**config.mk**
```make
export PLATFORM = sky130hd
export DESIGN_NAME = lsp_slave
export DESIGN_NICKNAME = d
export VERILOG_FILES = /design/src/include/lsp_pkg.sv /design/src/hw/lsp_slave.sv
export VERILOG_INCLUDE_DIRS = /design/src /design/src/include
export SDC_FILE = /design/constraint.sdc
export NUM_CORES = 1
export LEC_CHECK = 0
export BUFFER_PORTS_ARGS = -buffer_cell sky130_fd_sc_hd__buf_2
export CAP_MARGIN = 20
export CORE_MARGIN = 3
export CORE_UTILIZATION = 50
export DETAILED_ROUTE_END_ITERATION = 8
export GPL_TIMING_DRIVEN = 0
export MAX_ROUTING_LAYER = met4
export PLACE_DENSITY = 0.84
export SYNTH_ARGS = -nofsm -noshare
export SYNTH_HDL_FRONTEND = slang
export SYNTH_SLANG_ARGS = --single-unit
```
**constraint.sdc**
```tcl
create_clock -name clk_sys_i -period 1.85 [get_ports clk_sys_i]
set_clock_uncertainty 0.15 [all_clocks]
set_input_delay 0.37 -clock clk_sys_i [delete_from_list [all_inputs] [get_ports clk_sys_i]]
set_output_delay 0.37 -clock clk_sys_i [all_outputs]
set_load 0.005 [all_outputs]
```
**src/include/lsp_params.svh**
```systemverilog
`ifndef LSP_PARAMS_SVH
`define LSP_PARAMS_SVH

// payload width of one transaction
`define LSP_DATA_W      8
// direction and register-select bits ahead of the payload
`define LSP_HEAD_BITS   2
// status bit plus trailing clock after the payload
`define LSP_TAIL_BITS   2
// direction bit value for a read
`define LSP_DIR_READ    1'b1
// register-select value for the data register
`define LSP_SEL_DATA    1'b1
// status bit values
`define LSP_STAT_OK     1'b0
`define LSP_STAT_RETRY  1'b1
// pin synchroniser idle level
`define LSP_PIN_RST     1'b0
// serial output level outside a frame
`define LSP_MISO_IDLE   1'b0

`endif

```
**src/include/lsp_pkg.sv**
```systemverilog
package lsp_pkg;

  // position of the serial bit stream within a frame
  typedef enum logic [2:0] {
    LSP_IDLE,
    LSP_DIR,
    LSP_SEL,
    LSP_PAYLOAD,
    LSP_STATUS,
    LSP_TAIL
  } lsp_phase_t;

  // pin index inside the synchroniser bank
  typedef enum int {
    LSP_PIN_SCLK = 0,
    LSP_PIN_SS   = 1,
    LSP_PIN_MOSI = 2
  } lsp_pin_t;

endpackage

```
**src/hw/lsp_slave.sv**
```systemverilog
`timescale 1ns/1ns
`include "lsp_params.svh"

// Overview of operation
// - first bit high requests a read
// - first bit low requests a write
// - read: second bit high data, low status
// - write: second bit high data, low status
// - read payload out MSB first after select
// - read status: low new, high stale
// - write status: low accepted, high buffer full

module lsp_slave #(
  parameter int DATA_W = `LSP_DATA_W
) (
  // system clock and reset
  input  wire logic              clk_sys_i,
  input  wire logic              nrst_i,
  // serial pins, host side
  input  wire logic              sclk_i,
  input  wire logic              ss_i,
  input  wire logic              mosi_i,
  output logic                   miso_o,
  output logic                   miso_oe_o,
  // read data source
  input  wire logic [DATA_W-1:0] tx_data_i,
  input  wire logic              tx_valid_i,
  output logic                   tx_taken_o,
  // read status source
  input  wire logic [DATA_W-1:0] status_i,
  // receive buffer sink
  output logic [DATA_W-1:0]      rx_data_o,
  output logic                   rx_valid_o,
  input  wire logic              rx_ready_i,
  // status register write
  output logic                   stat_wr_o
);
  import lsp_pkg::*;

  localparam int CNT_W = $clog2(DATA_W + 1);

  // elaboration check: both shift registers need at least two payload bits
  if (DATA_W < 2) begin : g_bad_width
    $error("lsp_slave: DATA_W must be at least 2");
  end

  ////////////////////////////////////////////////////////////////////////////
  // pin synchronisers

  logic [2:0] pin_raw;
  logic [2:0] pin_s1;
  logic [2:0] pin_s2;
  logic [2:0] pin_s3;
  logic [2:0] pin_q;

  assign pin_raw[LSP_PIN_SCLK] = sclk_i;
  assign pin_raw[LSP_PIN_SS]   = ss_i;
  assign pin_raw[LSP_PIN_MOSI] = mosi_i;

  // four flops per pin; a level counts once stages two and three agree
  for (genvar i = 0; i < $bits(pin_raw); i++) begin : g_sync
    always_ff @(posedge clk_sys_i or negedge nrst_i) begin
      if (!nrst_i) begin
        pin_s1[i] <= `LSP_PIN_RST;
        pin_s2[i] <= `LSP_PIN_RST;
        pin_s3[i] <= `LSP_PIN_RST;
        pin_q[i]  <= `LSP_PIN_RST;
      end else begin
        pin_s1[i] <= pin_raw[i];
        pin_s2[i] <= pin_s1[i];
        pin_s3[i] <= pin_s2[i];
        if (pin_s2[i] == pin_s3[i]) begin
          pin_q[i] <= pin_s3[i];  // filters a single-cycle glitch
        end
      end
    end
  end

  logic sclk_prev;
  logic sclk_rise;
  logic sclk_fall;
  logic frame;
  logic mosi;

  // serial clock edge detection on the clean level
  always_ff @(posedge clk_sys_i or negedge nrst_i) begin
    if (!nrst_i) begin
      sclk_prev <= `LSP_PIN_RST;
    end else begin
      sclk_prev <= pin_q[LSP_PIN_SCLK];
    end
  end

  assign sclk_rise = pin_q[LSP_PIN_SCLK] & ~sclk_prev;
  assign sclk_fall = ~pin_q[LSP_PIN_SCLK] & sclk_prev;
  assign frame     = pin_q[LSP_PIN_SS];       // frame select is active high
  assign mosi      = pin_q[LSP_PIN_MOSI];

  ////////////////////////////////////////////////////////////////////////////
  // frame sequencer

  lsp_phase_t       phase;
  lsp_phase_t       next_phase;
  logic [CNT_W-1:0] pay_cnt;
  logic             last_pay;

  assign last_pay = (pay_cnt == CNT_W'(DATA_W - 1));

  // next phase on each rising serial clock edge
  always_comb begin
    next_phase = phase;
    unique case (phase)
      LSP_IDLE:    next_phase = LSP_DIR;
      LSP_DIR:     next_phase = LSP_SEL;
      LSP_SEL:     next_phase = LSP_PAYLOAD;
      LSP_PAYLOAD: next_phase = last_pay ? LSP_STATUS : LSP_PAYLOAD;
      LSP_STATUS:  next_phase = LSP_TAIL;
      LSP_TAIL:    next_phase = LSP_TAIL;  // extra clocks ignored until select drops
    endcase
  end

  // phase holds the bit that the next rising edge will sample
  always_ff @(posedge clk_sys_i or negedge nrst_i) begin
    if (!nrst_i) begin
      phase <= LSP_IDLE;
    end else if (!frame) begin
      phase <= LSP_IDLE;                    // select low restarts the frame
    end else if (phase == LSP_IDLE) begin
      phase <= LSP_DIR;
    end else if (sclk_rise) begin
      phase <= next_phase;
    end
  end

  // payload bit counter
  always_ff @(posedge clk_sys_i or negedge nrst_i) begin
    if (!nrst_i) begin
      pay_cnt <= '0;
    end else if (!frame || phase != LSP_PAYLOAD) begin
      pay_cnt <= '0;
    end else if (sclk_rise) begin
      pay_cnt <= pay_cnt + CNT_W'(1);
    end
  end

  ////////////////////////////////////////////////////////////////////////////
  // header decode

  logic is_read;
  logic is_data;

  // direction then register select, sampled on rising edges
  always_ff @(posedge clk_sys_i or negedge nrst_i) begin
    if (!nrst_i) begin
      is_read <= 1'b0;
      is_data <= 1'b0;
    end else if (sclk_rise && frame) begin
      if (phase == LSP_DIR) begin
        is_read <= (mosi == `LSP_DIR_READ);
      end
      if (phase == LSP_SEL) begin
        is_data <= (mosi == `LSP_SEL_DATA);
      end
    end
  end

  ////////////////////////////////////////////////////////////////////////////
  // read path

  logic [DATA_W-1:0] out_sr;
  logic              stale;

  // read source latched at the select bit, shifted out MSB first
  always_ff @(posedge clk_sys_i or negedge nrst_i) begin
    if (!nrst_i) begin
      out_sr <= '0;
      stale  <= `LSP_STAT_OK;
    end else if (frame && sclk_rise && phase == LSP_SEL) begin
      out_sr <= (mosi == `LSP_SEL_DATA) ? tx_data_i : status_i;
      // status register is always current; data is stale with no new byte
      stale  <= (mosi == `LSP_SEL_DATA) && !tx_valid_i;
    end else if (frame && sclk_fall && phase == LSP_PAYLOAD) begin
      out_sr <= {out_sr[DATA_W-2:0], 1'b0};
    end
  end

  // consume the data byte once its last bit has gone out
  always_ff @(posedge clk_sys_i or negedge nrst_i) begin
    if (!nrst_i) begin
      tx_taken_o <= 1'b0;
    end else begin
      tx_taken_o <= frame && sclk_rise && phase == LSP_PAYLOAD && last_pay
                    && is_read && is_data && !stale;
    end
  end

  ////////////////////////////////////////////////////////////////////////////
  // write path

  logic [DATA_W-1:0] in_sr;
  logic [DATA_W-1:0] next_byte;
  logic              full;

  assign next_byte = {in_sr[DATA_W-2:0], mosi};

  // payload shifts in MSB first on rising edges
  always_ff @(posedge clk_sys_i or negedge nrst_i) begin
    if (!nrst_i) begin
      in_sr <= '0;
    end else if (frame && sclk_rise && phase == LSP_PAYLOAD) begin
      in_sr <= next_byte;
    end
  end

  // hand over the byte; a full buffer rejects it and flags a retry
  always_ff @(posedge clk_sys_i or negedge nrst_i) begin
    if (!nrst_i) begin
      rx_data_o  <= '0;
      rx_valid_o <= 1'b0;
      stat_wr_o  <= 1'b0;
      full       <= `LSP_STAT_OK;
    end else begin
      rx_valid_o <= 1'b0;
      stat_wr_o  <= 1'b0;
      if (frame && sclk_rise && phase == LSP_PAYLOAD && last_pay && !is_read) begin
        if (is_data) begin
          // a rejected byte leaves the last accepted one on the output
          if (rx_ready_i) begin
            rx_data_o <= next_byte;
          end
          rx_valid_o <= rx_ready_i;
          full       <= rx_ready_i ? `LSP_STAT_OK : `LSP_STAT_RETRY;
        end else begin
          rx_data_o  <= next_byte;
          stat_wr_o  <= 1'b1;
          full       <= `LSP_STAT_OK;
        end
      end
    end
  end

  ////////////////////////////////////////////////////////////////////////////
  // serial output

  // driven on falling edges so it is settled for the host's rising edge
  always_ff @(posedge clk_sys_i or negedge nrst_i) begin
    if (!nrst_i) begin
      miso_o <= `LSP_MISO_IDLE;
    end else if (!frame) begin
      miso_o <= `LSP_MISO_IDLE;
    end else if (sclk_fall) begin
      if (phase == LSP_PAYLOAD) begin
        miso_o <= is_read ? out_sr[DATA_W-1] : `LSP_MISO_IDLE;
      end else if (phase == LSP_STATUS) begin
        miso_o <= is_read ? stale : full;
      end
    end
  end

  // pin is driven only inside a frame
  always_ff @(posedge clk_sys_i or negedge nrst_i) begin
    if (!nrst_i) begin
      miso_oe_o <= 1'b0;
    end else begin
      miso_oe_o <= frame;
    end
  end

endmodule // lsp_slave

```
Yosys cells after proc, flatten, opt, wreduce, memory -nomap -nowiden
Cells that the tools add are included.
{ "word_totals": {"elab_cells": 94, "ff_bits": 52, "output_inout_bits": 13} }
{ "op_classes": {"n_reduce_logical": 24, "eq_ne": 14, "n_mux": 24, "addsub": 1, "bitwise": 4} }
{ "op_table": {"columns": ["operator", "n"], "rows": [
  ["8-bit two-way mux", 5],
  ["1-bit two-way mux", 12],
  ["3-bit two-way mux", 4],
  ["3-bit case mux with 4 select lines", 1],
  ["1-bit logical AND", 11],
  ["4-bit two-way mux", 2],
  ["2-bit AND reduction", 4],
  ["3-bit by 2-bit == test with 1-bit output, second input constant", 2],
  ["3-bit == test, second input constant", 2],
  ["3-bit by 1-bit inequality test with 1-bit output, second input constant", 2],
  ["4-bit by 1-bit adder with 4-bit output, second input constant", 1],
  ["4-bit by 3-bit == test with 1-bit output, second input constant", 1],
  ["1-bit logical NOT", 4],
  ["2-bit nonzero test", 2],
  ["1-bit == test", 3],
  ["3-bit by 1-bit == test with 1-bit output, second input constant", 1],
  ["3-bit logical NOT", 1],
  ["3-bit by 2-bit inequality test with 1-bit output, second input constant", 1],
  ["1-bit AND", 2],
  ["2-bit by 1-bit inequality test with 1-bit output, second input constant", 1],
  ["2-bit inequality test, second input constant", 1],
  ["1-bit inverter", 2],
  ["2-bit OR reduction", 1],
  ["1-bit logical OR", 1]
]} }

Logic depth before layout (Yosys ltp)
Gate-level depths: netlist of the first run.
{ "depth": {"word_depth": 8, "mapped_depth": 6} }

Least setup slack after synthesis of the first run
Ideal clock, no wire load.
{ "synth_path": {"kind": "register -> register", "start": "register pay_cnt[0]", "end": "register rx_data_o[0]", "n_path_buf": 1, "arrival_time_ps": 1481, "stages_incl_launch_ff": 7, "synth_period_minus_slack_ps": 1756, "setup_slack_ps": 94, "setup_ps": 125, "cell_sequence": "dfrtp_1 ha_1 and3b_1 nor4b_4 nand2b_1 buf_6 mux2_4"} }
{ "synth_between": {"elab_chain_len": 4} }
{ "synth_rtl": {"columns": ["item", "line_no", "source"], "rows": [
  ["from (decl)", "lsp_slave.sv:104", "logic [CNT_W-1:0] pay_cnt;"],
  ["from (signal assigned)", "lsp_slave.sv:142", "pay_cnt <= pay_cnt + CNT_W'(1);"],
  ["4-bit by 3-bit == test with 1-bit output", "lsp_slave.sv:107", "assign last_pay = (pay_cnt == CNT_W'(DATA_W - 1));"],
  ["1-bit logical AND (2 in a row)", "lsp_slave.sv:225", "if (frame && sclk_rise && phase == LSP_PAYLOAD && last_pay && !is_read) begin"],
  ["2-bit AND reduction (no line)", null, null],
  ["to (signal assigned)", "lsp_slave.sv:229", "rx_data_o <= next_byte;"],
  ["to (signal assigned)", "lsp_slave.sv:234", "rx_data_o <= next_byte;"],
  ["to (decl)", "lsp_slave.sv:32", "output logic [DATA_W-1:0] rx_data_o,"]
]} }
No other way between the ends.
A chain may end at the register's enable or synchronous reset.

Final worst setup path of the first run
{ "layout_path": {"start": "register pay_cnt[1]", "end": "register rx_data_o[3]"} }
Same word-level chain as after synthesis.

==> flow_summary_export.csv, run 1 <==
group,metric,value,unit
logic_synthesis,synthArstFlopShare,100.0,%
min_path,worstHoldEndpoint,"pin_s1[0]$_DFF_PN0_",
global_route,grt_pass1_vias,1449,
critical_path,critPathLaunchType,"flip-flop",
critical_path,cp.required,1900,ps
power,irDropWorstVdd,0.5597,mV
floorplan,initial_core_util,53.76,%
global_route,use_met2,24.53,%
floorplan,die_h,72.99,µm
logic_synthesis,synth_area,0.002243,mm²
cts,path_clk_slew,90,ps
logic_synthesis,synth_seq_cells,52,
min_path,hold_depth,1,
timing,hold_ws,23.04,ps
critical_path,worstRegToRegCells,6,
cts,clock_path_buffers,2,
cts,numCtsBuffers,5,
critical_path,reg2reg_slack,30,ps
placed_design,hpwl,2611,µm
global_route,grt_max_degree,53,
global_route,grt_use_met3,5.372,%
global_route,grt_usage,16.76,%
detailed_routing,drt_iter0_drc,81,
logic_synthesis,ys.flop_type,"dfrtp_1",
final_layout,diodes,0,
placed_design,numPortBuffers,35,
logic_synthesis,ys_types,37,
logic_synthesis,syn-num-nets,197,
power,combPwrFrac,13.0,%
floorplan,placementRows,23,
floorplan,ios,36,
cts,tritoncts,"done",
timing,setup-violations-final,0,
global_route,grt_pass1_wl,6610,µm
timing,worst_pin_slew,477.7,ps
detailed_routing,wirelength,3817,µm
detailed_routing,first_pass_iters,4,
timing,rsz0062_at_grt,"true",
timing,setup_tns,0,ps
min_path,hold_path.class,"in2reg",
placed_design,placed_cells,257,
critical_path,worstSetupPathType,"reg2reg",
timing,timing.fmax,548.9,MHz
logic_synthesis,seq_area_frac_synth,58.00,%
critical_path,crit_path_end_kind,"flip-flop",
final_layout,layout.nets,246,
final_layout,drive_above_1_share,40.99,%
power,p_seq_share,55.1,%
detailed_routing,wl_per_cell,14.03,µm
detailed_routing,drc_errors,0,
timing,slew_violations,0,
logic_synthesis,synth_edf_count,0,
placed_design,place_congestion,0.7474,
power,p_int,1.885,mW
power,pwr-share-clk,31.9,%
timing,min_period_over_period,98.48,%
cts,clock_latency,300,ps
global_route,grt_antenna_before_repair,0,
cts,clock-sinks,52,
power,p_leak,1.389,nW
run,maxCapViolCount,0,
power,power_density,932.1,mW/mm²
power,power.share.switching,25.14,%
power,p_total,2.518,mW
floorplan,die-area,0.005327,mm²
timing,finalHoldViolations,0,
cts,root_buffer,"clkbuf_8",
floorplan,core,0.004173,mm²
min_path,worstHoldStart,"sclk_i",
power,power.switching,632.9,µW
cts,htreeDepth,2,
final_layout,areaGrowthSynthToFinish,20.41,%
critical_path,r2r_end,"rx_data_o[3]$_DFFE_PN0P_",
critical_path,startpoint,"pay_cnt[1]$_DFFE_PN0P_",
logic_synthesis,synth_area_per_cell,13.04,µm²
floorplan,die_w,72.99,µm
placed_design,place_area,0.002481,mm²
timing,period_needed,1822,ps
final_layout,instances_no_fill,272,
global_route,overflow,0,
detailed_routing,vias,1442,
critical_path,reg2reg_from,"pay_cnt[1]$_DFFE_PN0P_",
logic_synthesis,syn_inst,172,
outcome,status,"completed",
global_route,met1_usage,22.12,%
logic_synthesis,yosysWarningCount,0,
detailed_routing,ant_nets,0,
final_layout,finalInstanceArea,0.002701,mm²
critical_path,cp_max_fo,8,
global_route,top_usage_layer,"met2",
detailed_routing,viasPerCell,5.301,
critical_path,cp_data_arrival_time,1870,ps
timing,relSlewSlack,68.16,%
worst max-delay path: stages (launching register included):
cell	delay (ps)
dfrtp_1	360
ha_1	160
and3b_2	220
nor4b_4	240
nand2b_1	120
buf_6	160
mux2_4	300
kinds of logic after synthesis:
| group | Yosys count | synth area share, % |
|---|---|---|
| and+or+nand+nor | 47 | 12.66 |
| buffers and inverters | 10 | 2.342 |
| adders and majority gates | 5 | 2.454 |
| DFF | 52 | 58.00 |
| muxes | 33 | 17.46 |
| xor gates and xnor gates | 3 | 1.171 |
| AOI/OAI and AO/OA | 22 | 5.912 |
area by class of cell:
type,instances,area (µm²)
fillers,324,1471
plain buffers,7,55.05
multi-input cells,110,897.1
flip-flops and latches,52,1305
repair buffers,43,252.7
inverters,2,7.507
clock buffers,6,82.58
clock inverters,2,38.79
well taps,50,62.56
Yosys cell counts (2+ instances only):
cell type | instances | area (µm²)
nand4_1 | 3 | 18.77
mux2_4 | 8 | 120.1
nor2b_1 | 4 | 25.02
buf_2 | 5 | 25.02
mux2i_1 | 8 | 80.08
o21ai_0 | 12 | 60.06
nor2_1 | 6 | 22.52
maj3_1 | 3 | 30.03
and3b_1 | 2 | 17.52
a21oi_1 | 2 | 10.01
nor3_1 | 2 | 10.01
nand2_1 | 15 | 56.30
mux2_2 | 17 | 191.4
nand2b_1 | 4 | 25.02
dfrtp_1 | 52 | 1301
nand3_1 | 3 | 15.01
ha_1 | 2 | 25.02
xor2_1 | 2 | 17.52
nor3b_1 | 3 | 22.52
inv_1 | 2 | 7.510
power by group through the flow:
stage | sequential [mW] | combinational [mW] | clock, mW
6_report | 1.39 | 0.327 | 0.803
5_1_grt | 1.41 | 0.382 | 0.865
4_1_cts | 1.38 | 0.329 | 0.825
3_5_place_dp | 1.40 | 0.319 | 0
3_3_place_gp | 1.40 | 0.304 | 0
2_1_floorplan | 1.38 | 0.230 | 0
timing repair:
action                                 4_1_cts  5_1_grt
setup endpoints to repair                    8       17
gates resized for setup                      4        9
hold buffers                                 0        2
buffers inserted                             5        0
gates cloned                                 0        0
endpoints found under the hold margin        0       11
pin swaps                                    0        1
layout by cell type (no fill, tap or decap), types with 3 or more instances in the layout:
master and count:
buf_4 8, nor2b_1 4, clkbuf_8 6, buf_2 37
nor3b_1 3, nand3_1 3, dfrtp_2 3, dfrtp_1 49
o21ai_0 12, nand2b_1 4, nand2_1 15, maj3_1 3
nor2_1 6, nand4_1 3, mux2i_1 8, mux2_4 8
mux2_2 17
stage by stage:
stage                     setup WS (ps)  utilization [%]
after floorplan                   93.64                -
after global placement           -30.85            59.46
after detailed placement         -42.24            59.46
after CTS                         2.906            63.45
after global routing             -50.85            64.74
final                             28.10            64.74
per-layer routing:
metal  share of wire, %  wire (µm)
met1                 47       1811
met2                 46       1769
met3                5.0        192
met4                1.2         44
met5                  0          0
worst max-delay path by stage:
stage	to	cells past startpoint
4_1_cts	rx_data_o[3]$_DFFE_PN0P_	6
2_1_floorplan	rx_data_o[0]$_DFFE_PN0P_	6
3_5_place_dp	rx_data_o[3]$_DFFE_PN0P_	6
6_report	rx_data_o[3]$_DFFE_PN0P_	6
3_3_place_gp	rx_data_o[1]$_DFFE_PN0P_	6
5_1_grt	rx_data_o[3]$_DFFE_PN0P_	6
flip-flops by register name, summed over array words and instances (netlist names), 3 cells and up:
| signal | flops |
|---|---|
| pin_s3 | 3 |
| pin_s2 | 3 |
| pin_s1 | 3 |
| pay_cnt | 4 |
| out_sr | 8 |
| in_sr | 7 |
| phase | 3 |
| rx_data_o | 8 |
Power figures use the tool's default switching activity.
==> inputs of run 2 (changes only) <==
--- a/config.mk
+++ b/config.mk
@@ -6,14 +6,17 @@
 export SDC_FILE = /design/constraint.sdc
 export NUM_CORES = 1
 export LEC_CHECK = 0
+export ABC_AREA = 1
+export ABC_CLOCK_PERIOD_IN_PS = 1850
 export BUFFER_PORTS_ARGS = -buffer_cell sky130_fd_sc_hd__buf_2
 export CAP_MARGIN = 20
 export CORE_MARGIN = 3
 export CORE_UTILIZATION = 50
+export CTS_CLUSTER_SIZE = 8
 export DETAILED_ROUTE_END_ITERATION = 8
 export GPL_TIMING_DRIVEN = 0
 export MAX_ROUTING_LAYER = met4
-export PLACE_DENSITY = 0.84
+export PLACE_DENSITY = 0.83
 export SYNTH_ARGS = -nofsm -noshare
 export SYNTH_HDL_FRONTEND = slang
 export SYNTH_SLANG_ARGS = --single-unit
==> run 2 against run 1 <==
Highest routed layer unchanged. Total power is 0.69% lower. Synthesized cell count rose by 48%. Combinational power rose by 40%. Clock power fell by 20%. Critical path depth is 2 higher. Non-clock buffer count down 9. First-iteration DRC count rose by 74%. Sequential power about the same. Critical endpoint is now full$_DFFE_PN0P_.
==> flow_summary_export.csv, run 2 <==
group,metric,value,unit
outcome,status,"completed",
critical_path,cpMostUsedCell,"nand2_1",
critical_path,critical-path-top-delay-family,"simple AND/OR/NAND/NOR gates",
detailed_routing,viasPerCell,5.161,
detailed_routing,drc_errors,0,
timing,min_period_over_period,95.85,%
floorplan,core,0.004414,mm²
cts,path_clk_slew,100,ps
floorplan,ios,36,
critical_path,path_cells,"ha_1 > nand2_1 > nor2_2 > nand2_2 > nor2_4 > nand2_2 > nand2_1 > nand2_1",
power,p_leak,1.418,nW
final_layout,final_cell_mix,"89 x nand2_1, 52 x dfrtp_1, 35 x buf_2",
power,irDropWorstVdd,0.4430,mV
final_layout,diodes,0,
detailed_routing,wl_per_cell,12.65,µm
final_layout,final_common_cell,"nand2_1",
cts,htreeDepth,2,
critical_path,worstSetupPathType,"reg2reg",
critical_path,slowest_stage,"dfrtp_1",
final_layout,drive_above_1_share,23.10,%
detailed_routing,vias,1832,
cts,root_buffer,"clkbuf_8",
final_layout,layout.nets,327,
critical_path,cp.buffers_inverters,0,
timing,relSlewSlack,70.19,%
cts,clock_path_buffers,2,
final_layout,top_regs,"out_sr x8, rx_data_o x8, in_sr x7",
logic_synthesis,ys.flop_type,"dfrtp_1",
placed_design,place_congestion,0.8597,
floorplan,die-area,0.005463,mm²
logic_synthesis,yosys-top-cells-area,"dfrtp_1 56%, nand2_1 14%, nand3_1 4.1%, inv_1 3.6%, nand4_1 2.7%",
run,maxCapViolCount,0,
logic_synthesis,yosys.area.top_type,"dfrtp_1",
floorplan,initial_core_util,52.24,%
logic_synthesis,yosysMostFrequentCell,"nand2_1",
global_route,grt_usage,18.92,%
global_route,grt_pass1_vias,1723,
floorplan,die_w,73.91,µm
timing,worst_pin_slew,447.2,ps
logic_synthesis,yosysWarningCount,0,
critical_path,cp.required,1910,ps
power,power_density,930.3,mW/mm²
min_path,hold_path.class,"in2reg",
cts,ctsResizeCount,0,
critical_path,slowest_delay,410,ps
logic_synthesis,synthArstFlopShare,100.0,%
logic_synthesis,netlist_top_cells_count,"89 x nand2_1, 52 x dfrtp_1, 22 x inv_1, 19 x nand3_1, 11 x o21ai_0",
detailed_routing,ant_nets,0,
placed_design,place_ws,115.8,ps
critical_path,crit_path_end_kind,"flip-flop",
critical_path,critPathLaunchType,"flip-flop",
logic_synthesis,ys_types,26,
final_layout,areaGrowthSynthToFinish,16.55,%
logic_synthesis,syn-num-nets,280,
floorplan,placementRows,24,
logic_synthesis,seq_area_frac_synth,56.43,%
global_route,grt_pass1_wl,7672,µm
timing,fin_ws,76.77,ps
cts,clock_latency,310,ps
timing,period_needed,1773,ps
global_route,overflow,0,
logic_synthesis,synth_top_area_share,56.43,%
floorplan,die_h,73.91,µm
logic_synthesis,synth_area,0.002306,mm²
logic_synthesis,syn_inst,255,
cts,tritoncts,"done",
logic_synthesis,synth_edf_count,0,
placed_design,numPortBuffers,35,
logic_synthesis,synth_area_per_cell,9.043,µm²
detailed_routing,drt_iter0_drc,141,
timing,hold_ws,14.10,ps
timing,setup-violations-final,0,
detailed_routing,wirelength,4489,µm
timing,timing.fmax,563.9,MHz
logic_synthesis,synth_seq_cells,52,
critical_path,cp_max_fo,5,
timing,slew_violations,0,
cts,clock-sinks,52,
cts,numCtsBuffers,5,
timing,finalHoldViolations,0,
critical_path,cp_data_arrival_time,1830,ps
global_route,grt_antenna_before_repair,0,
global_route,grt_max_degree,53,
detailed_routing,first_pass_iters,4,
placed_design,hpwl,3152,µm
## run 2: changes by cell type in the layout (fill, tap and decap cells not counted), sizes merged, moves of 4 or more
cell    change
nor2b       -4
mux2i       -8
nand2      +78
nand4       +8
or2         +9
inv        +23
buf        -11
nand2b      -4
o22ai       +4
mux2       -25
nor2        +6
nand3      +17
## run 2: logic make-up after synthesis
kind of cell               count (synthesis)  share of synthesized area (%)
and+or+nand+nor                          149                          31.52
DFF                                       52                          56.43
buffers and inverters                     27                          4.395
AOI/OAI and AO/OA                         21                          4.883
adders and majority gates                  5                          2.387
xor gates and xnor gates                   1                         0.3799
## run 2: layout make-up
cell class / count / area [µm²]
fill: 377 / 1727
sequential: 52 / 1301
multi-input combinational: 177 / 909.6
timing repair buffer: 39 / 222.7
inverter: 25 / 93.84
clock buffer: 5 / 68.82
tap: 52 / 65.06
clock inverter: 3 / 18.77
buffer: 2 / 7.507
## run 2: report_power, final
| group | switching [mW] | internal [mW] |
|---|---|---|
| registers | 0.114 | 1.29 |
| logic | 0.289 | 0.168 |
| clock network | 0.376 | 0.264 |
| total | 0.780 | 1.72 |
## run 2: metal layers
| metal | GRT usage (%) | up-vias | share of wire [%] |
|---|---|---|---|
| met5 | - | - | 0 |
| met1 | 24.98 | 857 | 47 |
| met2 | 28.05 | 50 | 46 |
| met4 | 7.847 | 0 | 1.9 |
| li1 | - | 916 | - |
| met3 | 4.378 | 9 | 5.1 |
## run 2: per-stage QoR
step / area [µm²] / std cells / TNS (ps) / util, % / power [mW]
after floorplan: 2306 / 255 / 0 / - / 1.726
after global placement: 2546 / 342 / 0 / 57.68 / 1.844
after detailed placement: 2546 / 342 / 0 / 57.68 / 1.872
after CTS: 2634 / 350 / 0 / 59.67 / 2.507
after global routing: 2688 / 355 / -15.70 / 60.88 / 2.651
final: 2688 / 355 / 0 / 60.88 / 2.500
## run 2: path summary, 6_finish.rpt
check / from / end / slack, ps / cells past startpoint
worst max-delay path: pay_cnt[0]$_DFFE_PN0P_ / full$_DFFE_PN0P_ / 80 / 8
worst min-delay path: ss_i / pin_s1[1]$_DFF_PN0_ / 10 / 1
worst max register to register: pay_cnt[0]$_DFFE_PN0P_ / full$_DFFE_PN0P_ / 80 / 8
worst min register to register: pin_s1[0]$_DFF_PN0_ / pin_s2[0]$_DFF_PN0_ / 200 / 0
max in group asynchronous: nrst_i / frame$_DFFE_PN0N_ / 750 / 3
min in group asynchronous: nrst_i / pay_cnt[0]$_DFFE_PN0P_ / 300 / 2
## run 2: repair_timing
item,4_1_cts,5_1_grt
setup endpoints to repair,0,10
buffers inserted,0,1
hold buffers,0,2
hold endpoints to repair,0,10
## run 2: worst register-to-register path, delay by kind of cell, from the launching register on
family	cells	cell delay (ps)
AND/OR/NAND/NOR	7	940
flip-flops	1	410
adder cells (fa/ha/maj)	1	180
